<file path="config.mk">
export PLATFORM = sky130hd
export DESIGN_NAME = dtp_top
export DESIGN_NICKNAME = d
export VERILOG_FILES = /design/src/design/dtp_pkg.sv /design/src/design/dtp_top.sv
export VERILOG_INCLUDE_DIRS = /design/src /design/src/design
export SDC_FILE = /design/constraint.sdc
export NUM_CORES = 1
export LEC_CHECK = 0
export BUFFER_PORTS_ARGS = -buffer_cell sky130_fd_sc_hd__buf_2
export CELL_PAD_IN_SITES_DETAIL_PLACEMENT = 1
export CELL_PAD_IN_SITES_GLOBAL_PLACEMENT = 1
export CORE_UTILIZATION = 45
export CTS_CLUSTER_SIZE = 8
export DETAILED_ROUTE_END_ITERATION = 7
export PLACE_DENSITY = 0.91
export SLEW_MARGIN = 20
export SYNTH_ARGS = -nofsm -noshare
export SYNTH_HDL_FRONTEND = slang
export SYNTH_SLANG_ARGS = --single-unit
</file>
<file path="constraint.sdc">
create_clock -name clk_in -period 3.3 [get_ports clk_in]
set_input_delay 0.495 -clock clk_in [delete_from_list [all_inputs] [get_ports clk_in]]
set_output_delay 0.495 -clock clk_in [all_outputs]
set_load 0.02 [all_outputs]
</file>
<file path="src/design/dtp_cfg.svh">
`ifndef DTP_CFG_SVH
`define DTP_CFG_SVH

// Register index = bank * 32 + offset; byte address = index * 4
`define DTP_OFF_CPU_STATUS_BITS 5'h06
`define DTP_OFF_CORE_INTERRUPT_STATUS 5'h07
`define DTP_OFF_CNT1   5'h10
`define DTP_OFF_CNT2   5'h11
`define DTP_OFF_PER1   5'h14
`define DTP_OFF_PER2   5'h15
`define DTP_OFF_FINE_A 5'h10
`define DTP_OFF_FINE_B 5'h11
`define DTP_OFF_CRS_A  5'h12
`define DTP_OFF_CRS_B  5'h13
`define DTP_OFF_PIR    5'h16
`define DTP_OFF_PIE    5'h17
`define DTP_OFF_SETA   5'h16
`define DTP_OFF_SETB   5'h17
`define DTP_BANK_NONE  2'h0
`define DTP_BANK_1     2'h1
`define DTP_BANK_2     2'h2
`define DTP_BANK_3     2'h3

// Field positions
`define DTP_B_WIDE     3
`define DTP_B_CS1      0
`define DTP_B_CS2      1
`define DTP_B_RUN1     0
`define DTP_B_RUN2     1
`define DTP_B_PEN_A    4
`define DTP_B_PEN_B    5
`define DTP_B_IF1      4
`define DTP_B_IF2      5
`define DTP_B_PERIPHERAL_INT_ENABLE     3
`define DTP_B_PEIF     7
`define DTP_B_GDIS     4
`define DTP_B_TBSEL    5
`define DTP_SETB_MASK  8'h3F

// Reset values and counts
`define DTP_RST_BYTE   8'h00
`define DTP_RST_GDIS   1'b1
`define DTP_Q_LAST     2'h3
`define DTP_Q_ZERO     2'h0
`define DTP_CNT_ZERO   8'h00
`define DTP_CNT_MAX    8'hFF
`define DTP_DUTY_ZERO  10'h000
`define DTP_RD_ZERO    32'h0000_0000

`endif

</file>
<file path="src/design/dtp_pkg.sv">
package dtp_pkg;

    // APB request from the master
    typedef struct packed {
        logic        psel;
        logic        penable;
        logic        pwrite;
        logic [11:0] paddr;
        logic [31:0] pwdata;
    } dtp_apb_req_type;

    // Decoded register
    typedef enum logic [3:0] {
        R_NONE   = 4'b0000,
        R_CPU_STATUS_BITS = 4'b0001,
        R_CORE_INTERRUPT_STATUS = 4'b0010,
        R_PIR    = 4'b0011,
        R_PIE    = 4'b0100,
        R_CNT1   = 4'b0101,
        R_CNT2   = 4'b0110,
        R_PER1   = 4'b0111,
        R_PER2   = 4'b1000,
        R_FINE_A = 4'b1001,
        R_FINE_B = 4'b1010,
        R_CRS_A  = 4'b1011,
        R_CRS_B  = 4'b1100,
        R_SETA   = 4'b1101,
        R_SETB   = 4'b1110
    } dtp_reg_type;

    // Timer chaining
    typedef enum logic {
        MODE_SPLIT = 1'b0,
        MODE_WIDE  = 1'b1
    } dtp_mode_type;

endpackage

</file>
<file path="src/design/dtp_top.sv">
`timescale 1ns/1ps
`include "dtp_cfg.svh"
module dtp_top (
    input  wire logic                   clk_in,
    input  wire logic                   sys_rst_in,
    input  wire dtp_pkg::dtp_apb_req_type apb_req_in,
    output logic [31:0]                 apb_prdata_out,
    output logic                        apb_pready_out,
    output logic                        apb_pslverr_out,
    input  wire logic                   shared_ext_clock_in,
    input  wire logic [1:0]             port_data_in,
    input  wire logic [1:0]             port_dir_in,
    output logic [1:0]                  pulse_pin_out,
    output logic [1:0]                  pulse_pin_oe_out,
    output logic                        timer_irq_out
);
    import dtp_pkg::*;

    // Address decode shared by read and write paths
    function automatic dtp_reg_type dtp_decode(input logic [9:0] idx);
        logic [1:0] bank;
        logic [4:0] off;
        dtp_reg_type r;
        bank = idx[6:5];
        off  = idx[4:0];
        r    = R_NONE;
        if (idx[9:7] == 3'h0) begin
            case (bank)
                `DTP_BANK_NONE: begin
                    if (off == `DTP_OFF_CPU_STATUS_BITS) r = R_CPU_STATUS_BITS;
                    if (off == `DTP_OFF_CORE_INTERRUPT_STATUS) r = R_CORE_INTERRUPT_STATUS;
                end
                `DTP_BANK_1: begin
                    if (off == `DTP_OFF_PIR) r = R_PIR;
                    if (off == `DTP_OFF_PIE) r = R_PIE;
                end
                `DTP_BANK_2: begin
                    if (off == `DTP_OFF_CNT1) r = R_CNT1;
                    if (off == `DTP_OFF_CNT2) r = R_CNT2;
                    if (off == `DTP_OFF_PER1) r = R_PER1;
                    if (off == `DTP_OFF_PER2) r = R_PER2;
                end
                `DTP_BANK_3: begin
                    if (off == `DTP_OFF_FINE_A) r = R_FINE_A;
                    if (off == `DTP_OFF_FINE_B) r = R_FINE_B;
                    if (off == `DTP_OFF_CRS_A)  r = R_CRS_A;
                    if (off == `DTP_OFF_CRS_B)  r = R_CRS_B;
                    if (off == `DTP_OFF_SETA)   r = R_SETA;
                    if (off == `DTP_OFF_SETB)   r = R_SETB;
                end
                default: r = R_NONE;
            endcase
        end
        return r;
    endfunction

    logic [1:0]   phase_q;
    logic         ext_s1_q;
    logic         ext_s2_q;
    logic         ext_smp_q;
    logic [7:0]   setup_a_q;
    logic [7:0]   setup_b_q;
    logic [7:0]   int_en_q;
    logic         peripheral_int_enable_q;
    logic         gdis_q;
    logic [1:0]   wrap_flag_q;
    logic [7:0]   cnt1_q;
    logic [7:0]   cnt2_q;
    logic [7:0]   per1_q;
    logic [7:0]   per2_q;
    logic         tbsel_q;
    logic [31:0]  prdata_q;
    logic [1:0]   pin_q;
    logic [1:0]   pin_oe_q;
    logic [1:0]   dm_fine_q [2];
    logic [7:0]   dm_crs_q  [2];
    logic [1:0]   ds_fine_q [2];
    logic [7:0]   ds_crs_q  [2];
    logic [1:0]   pwm_q;

    logic         tick;
    logic         ext_fall;
    logic         wr_en;
    logic         rd_setup;
    dtp_reg_type  sel;
    logic [7:0]   wbyte;
    dtp_mode_type mode;
    logic         run1;
    logic         run2;
    logic         src1;
    logic         src2;
    logic         ev1;
    logic         ev2;
    logic         match16;
    logic         wrap1;
    logic         wrap2;
    logic [1:0]   flag_pend;
    logic [31:0]  rdata_d;
    logic [1:0]   pwm_en;

    // APB decode; every access answers in its first access cycle
    assign wr_en    = apb_req_in.psel & apb_req_in.penable & apb_req_in.pwrite;
    assign rd_setup = apb_req_in.psel & ~apb_req_in.penable & ~apb_req_in.pwrite;
    assign sel      = dtp_decode(apb_req_in.paddr[11:2]);
    assign wbyte    = apb_req_in.pwdata[7:0];
    assign apb_pready_out  = 1'b1;
    assign apb_pslverr_out = apb_req_in.psel & apb_req_in.penable & (sel == R_NONE);
    assign apb_prdata_out  = prdata_q;

    // Quarter-cycle phase; instruction cycle is four oscillator clocks
    always_ff @(posedge clk_in) begin
        if (sys_rst_in) begin
            phase_q <= `DTP_Q_ZERO;
        end else begin
            phase_q <= phase_q + 2'h1;
        end
    end
    assign tick = (phase_q == `DTP_Q_LAST);

    always_ff @(posedge clk_in) begin
        if (sys_rst_in) begin
            ext_s1_q <= 1'b1;
            ext_s2_q <= 1'b1;
        end else begin
            ext_s1_q <= shared_ext_clock_in;
            ext_s2_q <= ext_s1_q;
        end
    end

    always_ff @(posedge clk_in) begin
        if (sys_rst_in) begin
            ext_smp_q <= 1'b1;
        end else if (phase_q[0]) begin
            ext_smp_q <= ext_s2_q;
        end
    end
    assign ext_fall = phase_q[0] & ext_smp_q & ~ext_s2_q;

    // Control decode
    assign mode = dtp_mode_type'(setup_a_q[`DTP_B_WIDE]);
    assign run1 = setup_b_q[`DTP_B_RUN1];
    assign run2 = setup_b_q[`DTP_B_RUN2];
    assign src1 = setup_a_q[`DTP_B_CS1] ? ext_fall : tick;
    assign src2 = setup_a_q[`DTP_B_CS2] ? ext_fall : tick;
    assign ev1  = run1 & src1;
    assign ev2  = run2 & src2 & (mode == MODE_SPLIT);
    assign match16 = ({cnt2_q, cnt1_q} == {per2_q, per1_q});
    // wrap events; wide wrap only on the first
    assign wrap1 = (mode == MODE_WIDE) ? (ev1 & match16) : (ev1 & (cnt1_q == per1_q));
    assign wrap2 = ev2 & (cnt2_q == per2_q);

    // Low byte; a software write wins over a count
    always_ff @(posedge clk_in) begin
        if (wr_en && sel == R_CNT1) begin
            cnt1_q <= wbyte;
        end else if (wrap1) begin
            cnt1_q <= `DTP_CNT_ZERO;
        end else if (ev1) begin
            cnt1_q <= cnt1_q + 8'h01;
        end
    end

    // High byte: own timer, or carry from the low byte when chained
    always_ff @(posedge clk_in) begin
        if (wr_en && sel == R_CNT2) begin
            cnt2_q <= wbyte;
        // chained high byte needs both run bits
        end else if (mode == MODE_WIDE) begin
            if (wrap1) begin
                cnt2_q <= `DTP_CNT_ZERO;
            end else if (ev1 && run2 && cnt1_q == `DTP_CNT_MAX) begin
                cnt2_q <= cnt2_q + 8'h01;
            end
        end else if (wrap2) begin
            cnt2_q <= `DTP_CNT_ZERO;
        end else if (ev2) begin
            cnt2_q <= cnt2_q + 8'h01;
        end
    end

    // Period registers keep contents across resets
    always_ff @(posedge clk_in) begin
        if (wr_en && sel == R_PER1) begin
            per1_q <= wbyte;
        end
        if (wr_en && sel == R_PER2) begin
            per2_q <= wbyte;
        end
    end

    // control registers clear on every reset
    always_ff @(posedge clk_in) begin
        if (sys_rst_in) begin
            setup_a_q <= `DTP_RST_BYTE;
            setup_b_q <= `DTP_RST_BYTE;
        end else begin
            if (wr_en && sel == R_SETA) begin
                setup_a_q <= wbyte;
            end
            if (wr_en && sel == R_SETB) begin
                setup_b_q <= wbyte & `DTP_SETB_MASK;
            end
        end
    end

    always_ff @(posedge clk_in) begin
        if (sys_rst_in) begin
            int_en_q <= `DTP_RST_BYTE;
            peripheral_int_enable_q   <= 1'b0;
            gdis_q   <= `DTP_RST_GDIS;
        end else begin
            if (wr_en && sel == R_PIE) begin
                int_en_q <= wbyte;
            end
            if (wr_en && sel == R_CORE_INTERRUPT_STATUS) begin
                peripheral_int_enable_q <= wbyte[`DTP_B_PERIPHERAL_INT_ENABLE];
            end
            if (wr_en && sel == R_CPU_STATUS_BITS) begin
                gdis_q <= wbyte[`DTP_B_GDIS];
            end
        end
    end

    // sticky flags; a wrap beats a clearing write
    always_ff @(posedge clk_in) begin
        if (sys_rst_in) begin
            wrap_flag_q <= 2'h0;
        end else begin
            if (wrap1) begin
                wrap_flag_q[0] <= 1'b1;
            end else if (wr_en && sel == R_PIR) begin
                wrap_flag_q[0] <= wbyte[`DTP_B_IF1];
            end
            if (wrap2) begin
                wrap_flag_q[1] <= 1'b1;
            end else if (wr_en && sel == R_PIR) begin
                wrap_flag_q[1] <= wbyte[`DTP_B_IF2];
            end
        end
    end

    assign flag_pend = wrap_flag_q & {int_en_q[`DTP_B_IF2], int_en_q[`DTP_B_IF1]};
    always_ff @(posedge clk_in) begin
        if (sys_rst_in) begin
            timer_irq_out <= 1'b0;
        end else begin
            timer_irq_out <= (|flag_pend) & peripheral_int_enable_q & ~gdis_q;
        end
    end

    // Pulse B time-base select is not double buffered
    always_ff @(posedge clk_in) begin
        if (sys_rst_in) begin
            tbsel_q <= 1'b0;
        end else if (wr_en && sel == R_FINE_B) begin
            tbsel_q <= wbyte[`DTP_B_TBSEL];
        end
    end

    // enable bits take over the pins
    assign pwm_en = {setup_b_q[`DTP_B_PEN_B], setup_b_q[`DTP_B_PEN_A]};

    // Two pulse channels; only channel B can take the second timer as its time base
    genvar k;
    generate
        for (k = 0; k < 2; k++) begin : g_pwm
            localparam dtp_reg_type FINE_R = (k == 0) ? R_FINE_A : R_FINE_B;
            localparam dtp_reg_type CRS_R  = (k == 0) ? R_CRS_A : R_CRS_B;
            logic       base_wrap;
            logic [7:0] base_cnt;
            logic [9:0] master;
            logic [9:0] slave;

            assign base_wrap = (k == 1 && tbsel_q) ? wrap2 : wrap1;
            assign base_cnt  = (k == 1 && tbsel_q) ? cnt2_q : cnt1_q;
            assign master = {dm_crs_q[k], dm_fine_q[k]};
            assign slave  = {ds_crs_q[k], ds_fine_q[k]};

            // writes land in the master latches
            always_ff @(posedge clk_in) begin
                if (wr_en && sel == FINE_R) begin
                    dm_fine_q[k] <= wbyte[7:6];
                end
                if (wr_en && sel == CRS_R) begin
                    dm_crs_q[k] <= wbyte;
                end
            end

            // slave copied only at period start
            always_ff @(posedge clk_in) begin
                if (base_wrap) begin
                    ds_fine_q[k] <= dm_fine_q[k];
                    ds_crs_q[k]  <= dm_crs_q[k];
                end
            end

            // Output level; glitch free since slave is stable mid-period
            always_ff @(posedge clk_in) begin
                if (sys_rst_in) begin
                    pwm_q[k] <= 1'b0;
                // period start drives high unless duty zero
                end else if (base_wrap) begin
                    pwm_q[k] <= (master != `DTP_DUTY_ZERO);
                // fall as the phase-extended count reaches duty; high for duty clocks
                end else if ({base_cnt, phase_q} + 10'h001 == slave) begin
                    pwm_q[k] <= 1'b0;
                end
            end

            // pin takeover; direction bit 1 means input
            always_ff @(posedge clk_in) begin
                if (sys_rst_in) begin
                    pin_q[k]    <= 1'b0;
                    pin_oe_q[k] <= 1'b0;
                end else if (pwm_en[k]) begin
                    pin_q[k]    <= pwm_q[k];
                    pin_oe_q[k] <= 1'b1;
                end else begin
                    pin_q[k]    <= port_data_in[k];
                    pin_oe_q[k] <= ~port_dir_in[k];
                end
            end
        end
    endgenerate
    assign pulse_pin_out    = pin_q;
    assign pulse_pin_oe_out = pin_oe_q;

    // Read mux; duty reads return the slave latches
    always_comb begin
        rdata_d = `DTP_RD_ZERO;
        case (sel)
            R_CPU_STATUS_BITS: rdata_d[`DTP_B_GDIS] = gdis_q;
            R_CORE_INTERRUPT_STATUS: begin
                rdata_d[`DTP_B_PERIPHERAL_INT_ENABLE] = peripheral_int_enable_q;
                rdata_d[`DTP_B_PEIF] = |flag_pend;
            end
            R_PIR: begin
                rdata_d[`DTP_B_IF1] = wrap_flag_q[0];
                rdata_d[`DTP_B_IF2] = wrap_flag_q[1];
            end
            R_PIE:    rdata_d[7:0] = int_en_q;
            R_CNT1:   rdata_d[7:0] = cnt1_q;
            R_CNT2:   rdata_d[7:0] = cnt2_q;
            R_PER1:   rdata_d[7:0] = per1_q;
            R_PER2:   rdata_d[7:0] = per2_q;
            R_FINE_A: rdata_d[7:6] = ds_fine_q[0];
            R_FINE_B: begin
                rdata_d[7:6]          = ds_fine_q[1];
                rdata_d[`DTP_B_TBSEL] = tbsel_q;
            end
            R_CRS_A:  rdata_d[7:0] = ds_crs_q[0];
            R_CRS_B:  rdata_d[7:0] = ds_crs_q[1];
            R_SETA:   rdata_d[7:0] = setup_a_q;
            R_SETB:   rdata_d[7:0] = setup_b_q;
            default:  rdata_d = `DTP_RD_ZERO;
        endcase
    end

    // Read data captured in setup, stable through the access phase
    always_ff @(posedge clk_in) begin
        if (sys_rst_in) begin
            prdata_q <= `DTP_RD_ZERO;
        end else if (rd_setup) begin
            prdata_q <= rdata_d;
        end
    end

endmodule

</file>
# After elaboration in Yosys (flattened, before gate mapping)
# Memory sizes are Yosys's and may differ from the RTL's.
# Index checks and enable logic that the tools add are counted.
# word_totals
ramBits,40
mem_count,4
output_inout_bits,39
ff_bits,79
inputBits,54
word_cells,188
# op_classes
add_sub_neg,5
n_bitwise,23
n_mux,66
n_eq_ne,35
n_reduce_logical,31
# memory_table
name,words,width,rd,rd_ports_with_merged_regs,wr,line_no,rtl
dm_crs_q,2,8,2,0,1,dtp_top.sv:76,logic [7:0] dm_crs_q [2];
ds_crs_q,2,8,2,0,2,dtp_top.sv:78,logic [7:0] ds_crs_q [2];
dm_fine_q,2,2,2,0,1,dtp_top.sv:75,logic [1:0] dm_fine_q [2];
ds_fine_q,2,2,2,0,2,dtp_top.sv:77,logic [1:0] ds_fine_q [2];
# ops
op,count
$mux 8,11
$mux 4,11
$eq 5x5->1 const B,8
$mux 1,33
$pmux 1 s11,3
$eq 4x4->1 const B,7
$pmux 3 s9,1
$add 10x1->10 const B,2
$eq 10x10->1,2
$pmux 1 s10,2
$reduce_bool 10->1,2
$add 8x1->8 const B,2
$eq 16x16->1,1
$eq 4x3->1 const B,4
$eq 8x8->1,2
$logic_and 1x1->1,16
$pmux 4 s4,1
$and 1x1->1,15
$eq 5x3->1 const B,2
$eq 4x2->1 const B,2
$eq 8x8->1 const B,1
$reduce_bool 2->1,4
$reduce_or 8->1,1
$not 1->1,7
other kinds (15),20

# Depth between registers and ports, before layout
# logic_depth
word_depth,15
depth_mapped,12
ltp_nobuf,9

# Least setup slack after synthesis
# No wires, ideal clock.
# synth_timing
kind,in2reg
start,in apb_req_in[36] (netlist name)
end,reg per1_q[0] (enable)
required_ns,2.917
t_arrival_ns,2.488
path_buffers,4
setup_time_ns,0.383
cell_stages,9
setup_slack_ns,0.428
path_cell_list,buf_2 -> nand2b_1 -> or3_1 -> a31o_1 -> and2_4 -> buf_6 -> buf_6 -> buf_2 -> nor3_1
# synth_between
elab_chain_cells,11
word_cells_on_any_way,28
cone_classes,eq/ne (11); mux (16); reduce/logical (1)
# synth_rtl
element,line_no,rtl
"start, declared",dtp_top.sv:6,"input wire dtp_pkg::dtp_apb_req_type apb_req_in,"
$eq 5x5->1 (no source line),n/a,
$mux 4,dtp_top.sv:44,if (off == `DTP_OFF_FINE_A) r = R_FINE_A;
$mux 4,dtp_top.sv:45,if (off == `DTP_OFF_FINE_B) r = R_FINE_B;
$mux 4,dtp_top.sv:46,if (off == `DTP_OFF_CRS_A) r = R_CRS_A;
$mux 4,dtp_top.sv:47,if (off == `DTP_OFF_CRS_B) r = R_CRS_B;
$mux 4,dtp_top.sv:48,if (off == `DTP_OFF_SETA) r = R_SETA;
$mux 4,dtp_top.sv:49,if (off == `DTP_OFF_SETB) r = R_SETB;
$pmux 4 s4 *,dtp_top.sv:28,case (bank)
$mux 4 *,dtp_top.sv:27,if (idx[9:7] == 3'h0) begin
$eq 4x3->1 *,dtp_top.sv:183,if (wr_en && sel == R_PER1) begin
$logic_and 1x1->1 *,dtp_top.sv:183,
"end signal, assigned",dtp_top.sv:184,per1_q <= wbyte;
"end, declared",dtp_top.sv:69,logic [7:0] per1_q;
# Every way passes the cells marked *; elsewhere a longest branch is shown, timed or not.
# A chain may end at the register's enable or synchronous reset.

==> impl_metrics.tcl <==
set metrics [dict create \
    initial_utilization 0.4591 \
    finalSetupTns_ns 0 \
    power_density_mw_per_mm2 469.2 \
    drc_errors 0 \
    leakagePower_nw 2.636 \
    start_kind "flop" \
    cts_tree "yes" \
    cts.htree.levels 4 \
    coreArea_mm2 0.01448 \
    cts_setup_buffers 0 \
    cts_resized 0 \
    nNetsFinal 766 \
    cts_buffers 17 \
    max_freq_mhz 340.9 \
    syn_inst 669 \
    hold_violations 0 \
    antenna_found_initial 0 \
    cts_root_buf "clkbuf_16" \
    clock_sinks 119 \
    netlist_area_mm2 0.006648 \
    cts_buffer_depth 2 \
    slew_headroom 0.3828 \
    finClkSkew_ns 0.01070 \
    final_cell_mix "72 x edfxtp_1, 67 x nand2_1, 49 x nor2_1, 47 x dfxtp_1, 41 x buf_2" \
    finalSetupViolations 0 \
    synth-async-reset-ratio 0 \
    wl_per_cell_um 25.05 \
    cap_violations 0 \
    drtIter0Drc 568 \
    wl_mm 22.70 \
    area_growth_pct 13.10 \
    vias_per_cell 6.379 \
    ys.flop_type "edfxtp_1" \
    rsz0062_at_grt "false" \
    crit_arrival_ns 3.03 \
    yosysSeqAreaShare 0.4668 \
    status "complete, no violations" \
    insertion_delay_ns 0.44 \
    port-buffer-count 41 \
    n_fill_cell 1621 \
    num_vias 5779 \
    ys_ff_latch 119 \
    grt_overflow 0 \
    die-area_mm2 0.01526 \
    drtPass1Iterations 5 \
    grt_max_degree 49 \
    syn-mean-instance-area_um2 9.937 \
    antenna_cells 0 \
    critical_path.max_fanout 11 \
    synth_edf_count 72 \
    finalWeightedCongestion 0.9621 \
    hold_class "in2reg" \
    ys_warn_count 0 \
    holdBufCountCts 0 \
    path_class "reg2reg" \
    grt_pass1_vias 5622 \
    drive_above_1_share 0.1634 \
    ant_nets 0 \
    final_common_cell "edfxtp_1" \
    grt_util_all_layers 0.3155 \
    worst_pin_slew_ns 0.9257 \
    cp-end-kind "flop" \
    die_h_um 123.5 \
    vdd_drop_max_mv 0.3858 \
    crit_required_ns 3.39 \
    clkTransAtPathRegs_ns 0.06 \
    core.rowCount 44 \
    whs_ns 0.2436 \
    grt_pass1_wl_mm 33.78 \
    ys_types 75 \
    die-width_um 123.5 \
    finalCritPeriodShare 0.8889 \
    slew_viol_final 0 \
    boundaryPins 93 \
    place.detailed.hpwl_mm 15.88 \
    min_period_ns 2.933 \
]
[routing by layer]
layer  up-vias  part of all wire  global-route usage
met3        83             0.082             0.06688
met4         0             0.046              0.1875
met1      2882              0.40              0.3897
met2       341              0.48              0.5066
li1       2473                 -                   -
met5         -                 0                   0
[through the flow]
stage | std cells | setup WS (ns) | instance area, µm² | util | power [mW]
5_1_grt | 906 | 0.2137 | 7518 | 0.5193 | 3.608
3_3_place_gp | 874 | 0.3937 | 6962 | 0.4808 | 1.777
3_5_place_dp | 874 | 0.3298 | 6962 | 0.4808 | 1.785
6_report | 906 | 0.3667 | 7518 | 0.5193 | 3.528
2_1_floorplan | 692 | 0.4283 | 6734 | - | 1.736
4_1_cts | 906 | 0.4099 | 7518 | 0.5193 | 3.525
[final timing paths]
path / endpoint / from / cells after the start / slack [ns]
max: ds_crs_q[0][10]$_DFFE_PP_ / phase_q[1]$_SDFF_PP0_ / 7 / 0.37
max reg2reg: ds_crs_q[0][10]$_DFFE_PP_ / phase_q[1]$_SDFF_PP0_ / 7 / 0.37
min reg2reg: ext_s2_q$_SDFF_PP1_ / ext_s1_q$_SDFF_PP1_ / 1 / 0.43
min: pulse_pin_oe_out[0]$_SDFF_PP0_ / port_dir_in[0] / 2 / 0.24
[logic make-up (layout without fill, tap and decap cells)]
| logic type | after synthesis | count (layout) | synth area share |
|---|---|---|---|
| adder cells (fa/ha/maj) | 4 | 4 | 0.007153 |
| XOR/XNOR | 59 | 59 | 0.07773 |
| other | 2 | 25 | 0.001130 |
| multiplexers | 43 | 43 | 0.06550 |
| AO/OA/AOI/OAI | 126 | 126 | 0.1325 |
| AND/OR/NAND/NOR | 237 | 237 | 0.1835 |
| flip-flops | 119 | 119 | 0.4668 |
| buffers and inverters | 79 | 109 | 0.06569 |
[critical path, cell delays in order (launching register included)]
cell and delay [ns]:
dfxtp_1 0.36, ha_1 0.52, mux2i_1 0.16, nor2b_1 0.35
nand3_1 0.16, a21oi_2 0.47, mux2i_1 0.23, inv_1 0.35
[flip-flops by register name, summed over array words and instances, names as in the netlist, 2 cells and up]
signal and count:
pulse_pin_oe_out 2, dm_fine_q 4, ds_crs_q 16, cnt1_q 8, pwm_q 2, phase_q 2
setup_a_q 8, per1_q 8, per2_q 8, dm_crs_q 16, pulse_pin_out 2, setup_b_q 6
wrap_flag_q 2, int_en_q 8, ds_fine_q 4, cnt2_q 8, apb_prdata_out 8
[layout make-up]
class | count | area, µm² | share of cell area
clock buffers | 20 | 467.9 | 0.06224
clock inverters | 12 | 88.84 | 0.01182
inverters | 12 | 45.04 | 0.005991
multi-input cells | 494 | 3198 | 0.4254
flip-flops and latches | 119 | 3103 | 0.4127
well taps | 184 | 230.2 | 0.03062
repair buffers | 65 | 385.4 | 0.05126
[power breakdown]
group | total, mW | leakage [nW] | switching [mW] | internal (mW)
sequential | 1.58 | 1.00 | 0.00388 | 1.57
combinational | 0.182 | 1.36 | 0.136 | 0.0462
clock | 1.77 | 0.270 | 0.738 | 1.03
total | 3.53 | 2.64 | 0.878 | 2.65
[cells in the mapped netlist (8+ instances only)]
master,number,area (µm²)
a21oi_1,35,175.2
and3_1,8,50.05
buf_2,10,50.05
buf_4,30,225.2
clkbuf_1,23,86.33
dfxtp_1,47,940.9
edfxtp_1,72,2162
inv_1,11,41.29
mux2i_1,39,390.4
nand2_1,67,251.5
nand2b_1,8,50.05
nand3_1,32,160.2
nor2_1,49,183.9
nor3_1,11,55.05
nor4_1,9,56.30
o21ai_0,19,95.09
xnor2_1,25,219.0
xor2_1,34,297.8
No activity file was read; power rests on OpenSTA's default activity.
